### src/spt_pkg.sv
// Constants, field layouts and carrier types of the segment and page entry translation unit.
package spt_pkg;

	// Segment descriptor array and register layout (bit 0 of the text is the MSB here).
	localparam int SR_COUNT    = 16;
	localparam int SR_W        = 32;
	localparam int SR_SEL_W    = 4;
	localparam int SD_T_BIT    = 31;
	localparam int SD_KS_BIT   = 30;
	localparam int SD_KP_BIT   = 29;
	localparam int SD_N_BIT    = 28;
	localparam int SD_VIRTUAL_SEGMENT_ID_LSB = 0;
	localparam int SD_VIRTUAL_SEGMENT_ID_W   = 24;
	localparam logic [31:0] SD_RESET = 32'h0000_0000;
	localparam int IDX_SEL_LSB = 28;

	// Effective address split for 32-bit translation.
	localparam int EA_SEG_LSB  = 28;
	localparam int EA_PIDX_LSB = 12;
	localparam int PIDX_W      = 16;
	localparam int OFF_W       = 12;

	// 32-bit entry: word 0 in pte bits 63:32, word 1 in 31:0.
	localparam int P32_V_BIT     = 31;
	localparam int P32_VIRTUAL_SEGMENT_ID_LSB  = 7;
	localparam int P32_H_BIT     = 6;
	localparam int P32_API_LSB   = 0;
	localparam int P32_API_W     = 6;
	localparam int P32_HASH_BITS = 10;
	localparam int P32_RPN_LSB   = 12;
	localparam int P32_RPN_W     = 20;
	localparam int P32_R_BIT     = 8;
	localparam int P32_C_BIT     = 7;

	// 64-bit entry: doubleword 0 in pte bits 127:64, doubleword 1 in 63:0.
	localparam int P64_VIRTUAL_SEGMENT_ID_LSB  = 12;
	localparam int P64_VIRTUAL_SEGMENT_ID_W    = 52;
	localparam int P64_API_LSB   = 7;
	localparam int P64_API_W     = 5;
	localparam int P64_HASH_BITS = 11;
	localparam int P64_H_BIT     = 1;
	localparam int P64_V_BIT     = 0;
	localparam int P64_RPN_LSB   = 12;
	localparam int P64_RPN_W     = 52;
	localparam int P64_R_BIT     = 8;
	localparam int P64_C_BIT     = 7;

	// Fields at the same place in both second words.
	localparam int CACHE_MODE_BITS_LSB = 3;
	localparam int CACHE_MODE_BITS_W   = 4;
	localparam int PP_LSB   = 0;
	localparam int PP_W     = 2;
	localparam int API_W    = 6;

	typedef enum logic [1:0] {
		SPT_MT_DIRECT   = 2'h0,
		SPT_MT_INDIRECT = 2'h1,
		SPT_MF_DIRECT   = 2'h2,
		SPT_MF_INDIRECT = 2'h3
	} spt_sr_op_t;

	typedef enum logic [1:0] {
		SPT_F_NONE   = 2'h0,
		SPT_F_DIRECT = 2'h1,
		SPT_F_MISS   = 2'h2
	} spt_fault_t;

	typedef enum logic [2:0] {
		SPT_S_IDLE = 3'h1,
		SPT_S_TLB  = 3'h2,
		SPT_S_PTE  = 3'h4
	} spt_state_t;

	typedef struct packed {
		logic       valid;
		spt_sr_op_t op;
		logic [3:0] sr_num;
		logic [31:0] source_gpr;
		logic [31:0] index_gpr;
	} spt_mv_req_t;

	typedef struct packed {
		logic supervisor_key;
		logic user_key;
		logic no_exec;
	} spt_keys_t;

	typedef struct packed {
		logic        valid;
		logic [51:0] virtual_segment_id;
		logic        hash_id;
		logic [5:0]  abbreviated_page_index;
		logic [51:0] physical_page_number;
		logic        referenced;
		logic        changed;
		logic [3:0]  cache_mode_bits;
		logic [1:0]  page_protection_bits;
	} spt_pte_t;

	typedef struct packed {
		logic        valid;
		logic [51:0] virtual_segment_id;
		logic [15:0] pidx;
		logic [51:0] physical_page_number;
		logic        referenced;
		logic        changed;
		logic [3:0]  cache_mode_bits;
		logic [1:0]  page_protection_bits;
	} spt_tlb_t;

endpackage : spt_pkg

### src/spt_xlate.sv
// Segment descriptor registers, their move instructions and page entry matching with a TLB.
//
// What this block does
// RULE1 - Sixteen 32-bit segment descriptors, chosen by the effective address segment number.
// RULE2 - With direct-store bit clear, the descriptor holds the segment id in bits 8-31.
// RULE3 - The descriptor's segment id forms the upper part of the virtual page number.
// RULE4 - Each descriptor supplies supervisor key, user key and no-execute to protection.
// RULE5 - Separate instruction and data descriptor copies always receive identical writes.
// RULE6 - Move-to writes the source register; indirect form selects by index bits 0-3.
// RULE7 - Move-from reads a descriptor; indirect form selects by index bits 0-3.
// RULE8 - All four descriptor moves execute only in supervisor mode.
// RULE9 - On 64-bit parts without bridge support the moves raise illegal instruction.
// RULE10 - Page entries are 128 bits in 64-bit mode and 64 bits in 32-bit mode.
// RULE11 - An entry matches only if segment id, hash id, valid and page index agree.
// RULE12 - The TLB is searched first; a hit needs no page table search.
// RULE13 - Software invalidates TLB entries after changing the page table.
// RULE14 - 64-bit first doubleword: segment id 0-51, index 52-56, hash 62, valid 63.
// RULE15 - 64-bit second doubleword: page 0-51, R 55, C 56, mode 57-60, protection 62-63.
// RULE16 - 32-bit first word: valid 0, segment id 1-24, hash 25, index 26-31.
// RULE17 - 32-bit second word: page 0-19, R 23, C 24, mode 25-28, protection 30-31.
// RULE18 - 64-bit abbreviated index omits the 11 low page index bits.
// RULE19 - 32-bit abbreviated index omits the ten low page index bits.
// RULE20 - The four cache mode bits of the match steer accesses to that page.
// RULE21 - Address bits 0-3 pick the segment, 4-19 page index, 20-31 byte offset.
// RULE22 - A descriptor with direct-store bit set is not used for page translation.
// RULE23 - An entry or cached translation with valid clear never matches.
`timescale 1ns/1ps
module spt_xlate #(
	parameter int TLB_ENTRIES = 4
) (
	input  wire logic                 clk_sys,
	input  wire logic                 rst,
	input  wire logic                 mode64,
	input  wire logic                 bridge_en,
	input  wire logic                 supervisor,
	input  wire spt_pkg::spt_mv_req_t mv_req,
	output logic                      mv_done,
	output logic [31:0]               mv_data,
	output logic                      mv_priv_exc,
	output logic                      mv_illegal_exc,
	input  wire logic                 xl_req,
	input  wire logic [31:0]          xl_ea,
	input  wire logic                 xl_fetch,
	input  wire logic                 tlb_inval,
	output logic                      xl_busy,
	output logic                      xl_done,
	output spt_pkg::spt_fault_t       xl_fault,
	output logic [63:0]               xl_paddr,
	output logic [3:0]                xl_cache_mode_bits,
	output logic [1:0]                xl_page_protection_bits,
	output spt_pkg::spt_keys_t        xl_keys,
	output logic                      xl_referenced,
	output logic                      xl_changed,
	output logic                      pt_req,
	output logic [51:0]               pt_virtual_segment_id,
	output logic [15:0]               pt_pidx,
	input  wire logic                 pte_valid,
	input  wire logic                 pte_hash,
	input  wire logic                 pte_last,
	input  wire logic [127:0]         pte_data
);

	localparam int TW = (TLB_ENTRIES > 1) ? $clog2(TLB_ENTRIES) : 1;

	// Unpacks either entry format into one record.
	function automatic spt_pkg::spt_pte_t decode_pte(input logic m64, input logic [127:0] w);
		spt_pkg::spt_pte_t p;
		p = '0;
		if (m64) begin
			p.valid                = w[64+spt_pkg::P64_V_BIT]; // RULE14
			p.virtual_segment_id                 = w[64+spt_pkg::P64_VIRTUAL_SEGMENT_ID_LSB +: spt_pkg::P64_VIRTUAL_SEGMENT_ID_W];
			p.hash_id              = w[64+spt_pkg::P64_H_BIT];
			p.abbreviated_page_index                  = {1'b0, w[64+spt_pkg::P64_API_LSB +: spt_pkg::P64_API_W]};
			p.physical_page_number                  = w[spt_pkg::P64_RPN_LSB +: spt_pkg::P64_RPN_W]; // RULE15
			p.referenced           = w[spt_pkg::P64_R_BIT];
			p.changed              = w[spt_pkg::P64_C_BIT];
		end else begin
			p.valid                = w[32+spt_pkg::P32_V_BIT]; // RULE16
			p.virtual_segment_id                 = {28'h0, w[32+spt_pkg::P32_VIRTUAL_SEGMENT_ID_LSB +: spt_pkg::SD_VIRTUAL_SEGMENT_ID_W]};
			p.hash_id              = w[32+spt_pkg::P32_H_BIT];
			p.abbreviated_page_index                  = w[32+spt_pkg::P32_API_LSB +: spt_pkg::P32_API_W];
			p.physical_page_number                  = {32'h0, w[spt_pkg::P32_RPN_LSB +: spt_pkg::P32_RPN_W]}; // RULE17
			p.referenced           = w[spt_pkg::P32_R_BIT];
			p.changed              = w[spt_pkg::P32_C_BIT];
		end
		p.cache_mode_bits      = w[spt_pkg::CACHE_MODE_BITS_LSB +: spt_pkg::CACHE_MODE_BITS_W];
		p.page_protection_bits = w[spt_pkg::PP_LSB +: spt_pkg::PP_W];
		return p;
	endfunction : decode_pte

	// Descriptor copies and move unit state.
	logic [spt_pkg::SR_COUNT-1:0][31:0] sr_i_q, sr_i_d, sr_d_q, sr_d_d;
	logic        mv_done_q, mv_done_d, mv_priv_q, mv_priv_d, mv_ill_q, mv_ill_d;
	logic [31:0] mv_data_q, mv_data_d;
	logic [3:0]  mv_sel;
	logic        mv_illegal, mv_ok, mv_is_mt;

	// Move unit: the illegal check outranks the privilege check, since it holds in any mode.
	always_comb begin
		sr_i_d    = sr_i_q;
		sr_d_d    = sr_d_q;
		mv_sel    = mv_req.op[0] ? mv_req.index_gpr[spt_pkg::IDX_SEL_LSB +: spt_pkg::SR_SEL_W]
		                         : mv_req.sr_num; // RULE6 RULE7
		mv_is_mt  = ~mv_req.op[1];
		mv_illegal = mode64 & ~bridge_en; // RULE9
		mv_ok     = ~mv_illegal & supervisor; // RULE8
		mv_done_d = mv_req.valid;
		mv_ill_d  = mv_req.valid & mv_illegal;
		mv_priv_d = mv_req.valid & ~mv_illegal & ~supervisor;
		mv_data_d = 32'h0000_0000;
		if (mv_req.valid && mv_ok) begin
			if (mv_is_mt) begin
				sr_i_d[mv_sel] = mv_req.source_gpr; // RULE5 RULE6
				sr_d_d[mv_sel] = mv_req.source_gpr; // RULE5
			end else begin
				mv_data_d = sr_d_q[mv_sel]; // RULE7
			end
		end
	end

	// Descriptors clear at reset; software loads them before enabling translation.
	always_ff @(posedge clk_sys or posedge rst) begin
		if (rst) begin
			sr_i_q    <= {spt_pkg::SR_COUNT{spt_pkg::SD_RESET}}; // RULE1
			sr_d_q    <= {spt_pkg::SR_COUNT{spt_pkg::SD_RESET}};
			mv_done_q <= 1'b0;
			mv_priv_q <= 1'b0;
			mv_ill_q  <= 1'b0;
			mv_data_q <= 32'h0000_0000;
		end else begin
			sr_i_q    <= sr_i_d;
			sr_d_q    <= sr_d_d;
			mv_done_q <= mv_done_d;
			mv_priv_q <= mv_priv_d;
			mv_ill_q  <= mv_ill_d;
			mv_data_q <= mv_data_d;
		end
	end

	assign mv_done        = mv_done_q;
	assign mv_data        = mv_data_q;
	assign mv_priv_exc    = mv_priv_q;
	assign mv_illegal_exc = mv_ill_q;

	// Translation state.
	spt_pkg::spt_state_t st_q, st_d;
	spt_pkg::spt_tlb_t [TLB_ENTRIES-1:0] tlb_q, tlb_d;
	logic [TW-1:0] fill_q, fill_d;
	logic [31:0]   ea_q, ea_d, sd_q, sd_d;
	logic          busy_d, done_q, done_d, preq_q, preq_d, ref_q, ref_d, chg_q, chg_d;
	spt_pkg::spt_fault_t fault_q, fault_d;
	logic [63:0]   pa_q, pa_d;
	logic [3:0]    cache_mode_bits_q, cache_mode_bits_d;
	logic [1:0]    pp_q, pp_d;
	spt_pkg::spt_keys_t keys_q, keys_d;
	logic          busy_q;
	logic [51:0]   cur_virtual_segment_id;
	logic [15:0]   cur_pidx;
	logic [5:0]    cur_api;
	logic [TLB_ENTRIES-1:0] tlb_hit;
	logic [TW-1:0] hit_idx;
	spt_pkg::spt_pte_t page_table_entry;
	logic          pte_match;

	// Virtual page number is the descriptor segment id above the address page index.
	assign cur_virtual_segment_id = {28'h0, sd_q[spt_pkg::SD_VIRTUAL_SEGMENT_ID_LSB +: spt_pkg::SD_VIRTUAL_SEGMENT_ID_W]}; // RULE2 RULE3
	assign cur_pidx = ea_q[spt_pkg::EA_PIDX_LSB +: spt_pkg::PIDX_W]; // RULE21
	assign cur_api  = mode64 ? {1'b0, cur_pidx[spt_pkg::PIDX_W-1 -: spt_pkg::P64_API_W]} // RULE18
	                         : cur_pidx[spt_pkg::PIDX_W-1 -: spt_pkg::P32_API_W]; // RULE19
	assign page_table_entry      = decode_pte(mode64, pte_data); // RULE10
	// Hash id is compared against the group that the walker reports it fetched from.
	assign pte_match = page_table_entry.valid & (page_table_entry.virtual_segment_id == cur_virtual_segment_id) & (page_table_entry.hash_id == pte_hash)
	                 & (page_table_entry.abbreviated_page_index == cur_api); // RULE11 RULE23

	// TLB compare, one comparator per entry; an invalid entry never hits.
	for (genvar g = 0; g < TLB_ENTRIES; g++) begin : g_tlb
		assign tlb_hit[g] = tlb_q[g].valid & (tlb_q[g].virtual_segment_id == cur_virtual_segment_id)
		                  & (tlb_q[g].pidx == cur_pidx); // RULE12 RULE23
	end

	// Lowest hitting entry; fills never create duplicates so at most one hits.
	always_comb begin
		hit_idx = '0;
		for (int i = TLB_ENTRIES - 1; i >= 0; i--) begin
			if (tlb_hit[i]) begin
				hit_idx = TW'(i);
			end
		end
	end

	// Translation sequencer: capture, TLB probe, then walk entries from memory.
	always_comb begin
		st_d    = st_q;
		tlb_d   = tlb_q;
		fill_d  = fill_q;
		ea_d    = ea_q;
		sd_d    = sd_q;
		done_d  = 1'b0;
		preq_d  = 1'b0;
		fault_d = fault_q;
		pa_d    = pa_q;
		cache_mode_bits_d  = cache_mode_bits_q;
		pp_d    = pp_q;
		keys_d  = keys_q;
		ref_d   = ref_q;
		chg_d   = chg_q;
		case (st_q)
			spt_pkg::SPT_S_IDLE: begin
				if (xl_req) begin
					ea_d = xl_ea;
					sd_d = xl_fetch ? sr_i_q[xl_ea[spt_pkg::EA_SEG_LSB +: spt_pkg::SR_SEL_W]]
					                : sr_d_q[xl_ea[spt_pkg::EA_SEG_LSB +: spt_pkg::SR_SEL_W]]; // RULE1
					st_d = spt_pkg::SPT_S_TLB;
				end
			end
			spt_pkg::SPT_S_TLB: begin
				keys_d = '{supervisor_key: sd_q[spt_pkg::SD_KS_BIT], // RULE4
				           user_key:       sd_q[spt_pkg::SD_KP_BIT],
				           no_exec:        sd_q[spt_pkg::SD_N_BIT]};
				if (sd_q[spt_pkg::SD_T_BIT]) begin
					done_d  = 1'b1; // RULE22
					fault_d = spt_pkg::SPT_F_DIRECT;
					st_d    = spt_pkg::SPT_S_IDLE;
				end else if (|tlb_hit) begin
					done_d  = 1'b1; // RULE12
					fault_d = spt_pkg::SPT_F_NONE;
					pa_d    = {tlb_q[hit_idx].physical_page_number[51:0], ea_q[spt_pkg::OFF_W-1:0]};
					cache_mode_bits_d  = tlb_q[hit_idx].cache_mode_bits;
					pp_d    = tlb_q[hit_idx].page_protection_bits;
					ref_d   = tlb_q[hit_idx].referenced;
					chg_d   = tlb_q[hit_idx].changed;
					st_d    = spt_pkg::SPT_S_IDLE;
				end else begin
					preq_d = 1'b1;
					st_d   = spt_pkg::SPT_S_PTE;
				end
			end
			spt_pkg::SPT_S_PTE: begin
				if (pte_valid && (pte_match || pte_last)) begin
					done_d  = 1'b1;
					st_d    = spt_pkg::SPT_S_IDLE;
					fault_d = pte_match ? spt_pkg::SPT_F_NONE : spt_pkg::SPT_F_MISS;
					if (pte_match) begin
						pa_d   = {page_table_entry.physical_page_number, ea_q[spt_pkg::OFF_W-1:0]}; // RULE21
						cache_mode_bits_d = page_table_entry.cache_mode_bits; // RULE20
						pp_d   = page_table_entry.page_protection_bits;
						ref_d  = page_table_entry.referenced;
						chg_d  = page_table_entry.changed;
						tlb_d[fill_q] = '{valid: 1'b1, virtual_segment_id: cur_virtual_segment_id, pidx: cur_pidx,
						                  physical_page_number: page_table_entry.physical_page_number, referenced: page_table_entry.referenced,
						                  changed: page_table_entry.changed,
						                  cache_mode_bits: page_table_entry.cache_mode_bits,
						                  page_protection_bits: page_table_entry.page_protection_bits};
						fill_d = (fill_q == TW'(TLB_ENTRIES - 1)) ? '0 : fill_q + 1'b1;
					end
				end
			end
			default: begin
				st_d = spt_pkg::SPT_S_IDLE;
			end
		endcase
		// Invalidation wins over a same-cycle fill so stale tables cannot linger.
		if (tlb_inval) begin
			for (int i = 0; i < TLB_ENTRIES; i++) begin
				tlb_d[i].valid = 1'b0; // RULE13
			end
		end
		busy_d = (st_d != spt_pkg::SPT_S_IDLE);
	end

	// Registers of the translation path.
	always_ff @(posedge clk_sys or posedge rst) begin
		if (rst) begin
			st_q    <= spt_pkg::SPT_S_IDLE;
			tlb_q   <= '0;
			fill_q  <= '0;
			ea_q    <= 32'h0000_0000;
			sd_q    <= 32'h0000_0000;
			busy_q  <= 1'b0;
			done_q  <= 1'b0;
			preq_q  <= 1'b0;
			fault_q <= spt_pkg::SPT_F_NONE;
			pa_q    <= 64'h0;
			cache_mode_bits_q  <= 4'h0;
			pp_q    <= 2'h0;
			keys_q  <= '0;
			ref_q   <= 1'b0;
			chg_q   <= 1'b0;
		end else begin
			st_q    <= st_d;
			tlb_q   <= tlb_d;
			fill_q  <= fill_d;
			ea_q    <= ea_d;
			sd_q    <= sd_d;
			busy_q  <= busy_d;
			done_q  <= done_d;
			preq_q  <= preq_d;
			fault_q <= fault_d;
			pa_q    <= pa_d;
			cache_mode_bits_q  <= cache_mode_bits_d;
			pp_q    <= pp_d;
			keys_q  <= keys_d;
			ref_q   <= ref_d;
			chg_q   <= chg_d;
		end
	end

	assign xl_busy                 = busy_q;
	assign xl_done                 = done_q;
	assign xl_fault                = fault_q;
	assign xl_paddr                = pa_q;
	assign xl_cache_mode_bits      = cache_mode_bits_q;
	assign xl_page_protection_bits = pp_q;
	assign xl_keys                 = keys_q;
	assign xl_referenced           = ref_q;
	assign xl_changed              = chg_q;
	assign pt_req                  = preq_q;
	// Search criteria stay valid while the walk is pending because ea_q and sd_q hold.
	assign pt_virtual_segment_id                 = cur_virtual_segment_id;
	assign pt_pidx                 = cur_pidx;
endmodule : spt_xlate

### config.mk
export PLATFORM = sky130hd
export DESIGN_NAME = spt_xlate
export DESIGN_NICKNAME = d
export VERILOG_FILES = /design/src/spt_pkg.sv /design/src/spt_xlate.sv
export SDC_FILE = /design/constraint.sdc
export NUM_CORES = 2
export LEC_CHECK = 0
export BUFFER_PORTS_ARGS = -buffer_cell sky130_fd_sc_hd__buf_2
export CORE_ASPECT_RATIO = 0.8
export CORE_UTILIZATION = 60
export CTS_BUF_LIST = sky130_fd_sc_hd__clkbuf_4 sky130_fd_sc_hd__clkbuf_8
export DETAILED_ROUTE_END_ITERATION = 6
export HOLD_SLACK_MARGIN = 0.08
export MAX_ROUTING_LAYER = met4
export PLACE_DENSITY_LB_ADDON = 0.3
export SLEW_MARGIN = 20
export SYNTH_ARGS = -nofsm -noshare
export SYNTH_HDL_FRONTEND = slang
export SYNTH_SLANG_ARGS = --single-unit
### constraint.sdc
create_clock -name clk_sys -period 89 [get_ports clk_sys]
set_input_delay 17.8 -clock clk_sys [delete_from_list [all_inputs] [get_ports clk_sys]]
set_output_delay 17.8 -clock clk_sys [all_outputs]
set_load 0.02 [all_outputs]
==> flow_summary.yaml <==
run_status:
  outcome: "finished clean"
timing:
  drv_slew: 0
  fin_hold_ws_ns: 0.464
  rsz0062_at_grt: "false"
  tightest_slew_ns: 1.13
  fin_crit_sh: 0.241
  hold_violations: 0
  setup_violations: 0
  skew_ns: 0.0378
  slew_headroom: 0.244
  tns_ns: 0
  period_needed_ns: 21.43
  fmax_mhz: 46.7
yosys:
  synth_area_leaders: "dfrtp_1, mux2_2, mux4_2"
  async_flop_share: 1.00
  synth_edf_count: 0
  seq_area_frac_synth: 0.507
  synth_top_area_frac: 0.507
  yosysUniqueCellTypes: 53
  synth_area_um2: 53900
  synthFlopType: "dfrtp_1"
  yosys_warnings: 0
  yosys.area.top_type: "dfrtp_1"
  synth_cells: 4404
  synth_seq_cells: 1092
  synth_area_per_cell_um2: 12.2
power:
  p_seq_frac: 0.448
  p_comb_frac: 0.225
  switching_power_uw: 441
  pwr-share-clk: 0.327
  p_int_uw: 924
  ir_worst_vdd_mv: 0.0191
  finalPower_mw: 1.37
  p_leak_nw: 28.5
  swShare: 0.323
  pwr_density_cell_nw_per_um2: 22.8
critical_path:
  worst-path-max-fanout: 73
  worst_setup_path_start_kind: "primary input"
  cp.arrival_ns: 22.13
  cpMostUsedCell: "buf_4"
  path_cells: "buf_2 -> buf_4 -> mux2i_1 -> xnor2_1 -> nor4_1 -> nand4_1 -> nor4_4 -> buf_4 -> nand3_4 -> buf_4 -> mux2_2"
  crit_slowest_cell: "nand3_4"
  critPathCaptureType: "register"
  path_class: "in -> reg"
  critical-path-max-stage-delay_ns: 0.68
  cp.required_ns: 89.70
  critPathTopFamily: "buffers and inverters"
  path_buf_inv: 4
clock_network:
  cts_root_buf: "clkbuf_8"
  postCtsSetupBuffers: 0
  cts.path.max_buffers: 3
  insertion_delay_ns: 0.83
  tritoncts: "done"
  cts_hold_buf: 0
  htree_levels: 4
  tritoncts.num_buffers: 170
  clkTransAtPathRegs_ns: 0.07
  clock_sinks: 1092
  cts_resized: 0
final_layout:
  final_cells: 5925
  area_delta_synth_final_pct: 11.2
  nNetsFinal: 4840
  drive_gt1_frac: 0.374
  nFillCells: 6389
global_route:
  grt_pass1_vias: 37500
  grt_usage: 0.344
  antenna_found_initial: 18
  grtUsageMet2: 0.487
  grt_pass1_wl_um: 230000
  top_usage_layer: "met2"
  grt_use_met3: 0.0794
  grtUsageMet1: 0.484
  grt_overflow: 0
  grt_max_degree: 180
floorplan:
  die_area_um2: 91000
  start_util: 0.610
  rows: 97
  coreArea_um2: 88200
  die-width_um: 337
  io_pins: 425
  chipHeight_um: 270
drt:
  vias: 38100
  final_antenna_net_count: 0
  viasPerCell: 6.43
  initialDrtViolationCount: 3883
  drt_wl_total_um: 151000
  first_pass_iters: 6
  drc: 0
  wl_per_cell_um: 25.4
run:
  cap_violations: 0
worst_hold_path:
  hold_class: "reg -> reg"
placed_design:
  io_buffers: 358
  gp_congestion: 0.939
  dp.cells: 5609
  dp_hpwl_um: 90500
## power groups by stage
stage / Clock [mW] / Combinational [mW] / Sequential (mW)
2_1_floorplan: 0 / 0.226 / 0.590
3_3_place_gp: 0 / 0.297 / 0.615
3_5_place_dp: 0 / 0.302 / 0.617
4_1_cts: 0.453 / 0.304 / 0.609
5_1_grt: 0.476 / 0.327 / 0.618
6_report: 0.447 / 0.307 / 0.611
## registers in the layout (all words and copies together) (netlist names)
| name | count |
|---|---|
| sr_i_q | 448 |
| tlb_q | 404 |
| sr_d_q | 64 |
| xl_paddr | 64 |
| mv_data | 32 |
| ea_q | 28 |
| sd_q | 28 |
| xl_cache_mode_bits | 4 |
| st_q | 3 |
| xl_keys | 3 |
| fill_q | 2 |
| xl_fault | 2 |
| xl_page_protection_bits | 2 |
| mv_done | 1 |
| mv_illegal_exc | 1 |
| mv_priv_exc | 1 |
| pt_req | 1 |
| xl_busy | 1 |
| xl_changed | 1 |
| xl_done | 1 |
| xl_referenced | 1 |
## cell usage after synthesis, types with 3 or more instances
| master | n |
|---|---|
| a211o_1 | 60 |
| a211oi_1 | 220 |
| a21oi_1 | 36 |
| a221oi_1 | 32 |
| a22o_1 | 60 |
| a311oi_1 | 64 |
| a31oi_1 | 64 |
| and2_1 | 130 |
| buf_1 | 47 |
| buf_2 | 17 |
| buf_4 | 68 |
| clkbuf_1 | 325 |
| dfrtp_1 | 1091 |
| ha_1 | 4 |
| inv_1 | 16 |
| mux2_2 | 837 |
| mux2i_1 | 88 |
| mux4_2 | 140 |
| nand2_1 | 463 |
| nand2b_1 | 19 |
| nand3_1 | 18 |
| nand3_2 | 4 |
| nand4_1 | 71 |
| nor2_1 | 45 |
| nor3_1 | 25 |
| nor3b_1 | 3 |
| nor4_1 | 26 |
| o2111ai_1 | 3 |
| o21a_1 | 61 |
| o21ai_0 | 151 |
| o22ai_1 | 3 |
| xnor2_1 | 171 |
| xor2_1 | 18 |
## per-layer routing
layer | routed length [um] | part of all wire
met1 | 64000 | 0.42
met2 | 68200 | 0.45
met3 | 13600 | 0.090
met4 | 4930 | 0.033
met5 | 0 | 0
## through the flow
step,cell area (um2),util,setup WS [ns]
floorplan,54000,-,40.46
global placement,56200,0.637,66.80
detailed placement,56200,0.637,66.77
CTS,59800,0.678,67.65
global route,59900,0.679,67.41
finish,59900,0.679,67.57
## cell usage in the layout (no fill, tap or decap), types with 61 or more instances in the layout
cell type	n
mux2_2	836
and2_1	130
dfrtp_1	1091
a211oi_1	220
buf_2	356
nand2_1	463
a311oi_1	64
xnor2_1	171
o21ai_0	151
nand4_1	71
clkbuf_8	208
buf_4	88
mux2i_1	84
a31oi_1	64
mux4_2	140
clkbuf_4	61
## worst min-delay path, cell delays in order, from the launching register on
cell	delay [ns]
dfrtp_1	0.35
nand2_1	0.06
nand2_1	0.05
## cells by family (layout without fill, tap and decap cells)
logic type	count (synthesis)	in the layout	share of synthesized area
adders and majority gates	4	4	0.000929
and+or+nand+nor	815	815	0.0710
AOI/OAI and AO/OA	763	763	0.101
buffers and inverters	475	765	0.0385
muxes	1065	1065	0.250
DFF	1092	1092	0.507
other	1	44	0.0000696
xor gates and xnor gates	189	189	0.0307
## worst paths after layout
check                               to  slack [ns]  depth (start not counted)     start
min reg2reg                 xl_keys[2]        0.46                          2  sd_q[30]
max in group asynchronous      ea_q[8]       68.26                          6       rst
max                         tlb_q[402]       67.57                         11    mode64
min                         xl_keys[2]        0.46                          2  sd_q[30]
min in group asynchronous  sr_i_q[471]       17.00                          2       rst
max reg2reg                 tlb_q[402]       84.58                          9  ea_q[23]
## layout make-up
class,count,area (um2),area share
sequential,1092,27300,0.456
multi-input combinational,2864,24800,0.414
clock buffer,269,3320,0.0555
timing repair buffer,450,2550,0.0426
tap,1188,1490,0.0248
clock inverter,30,284,0.00474
inverter,16,67.6,0.00113
antenna,16,40.0,0.000669
Note: power is estimated with default switching activity, not from simulation.
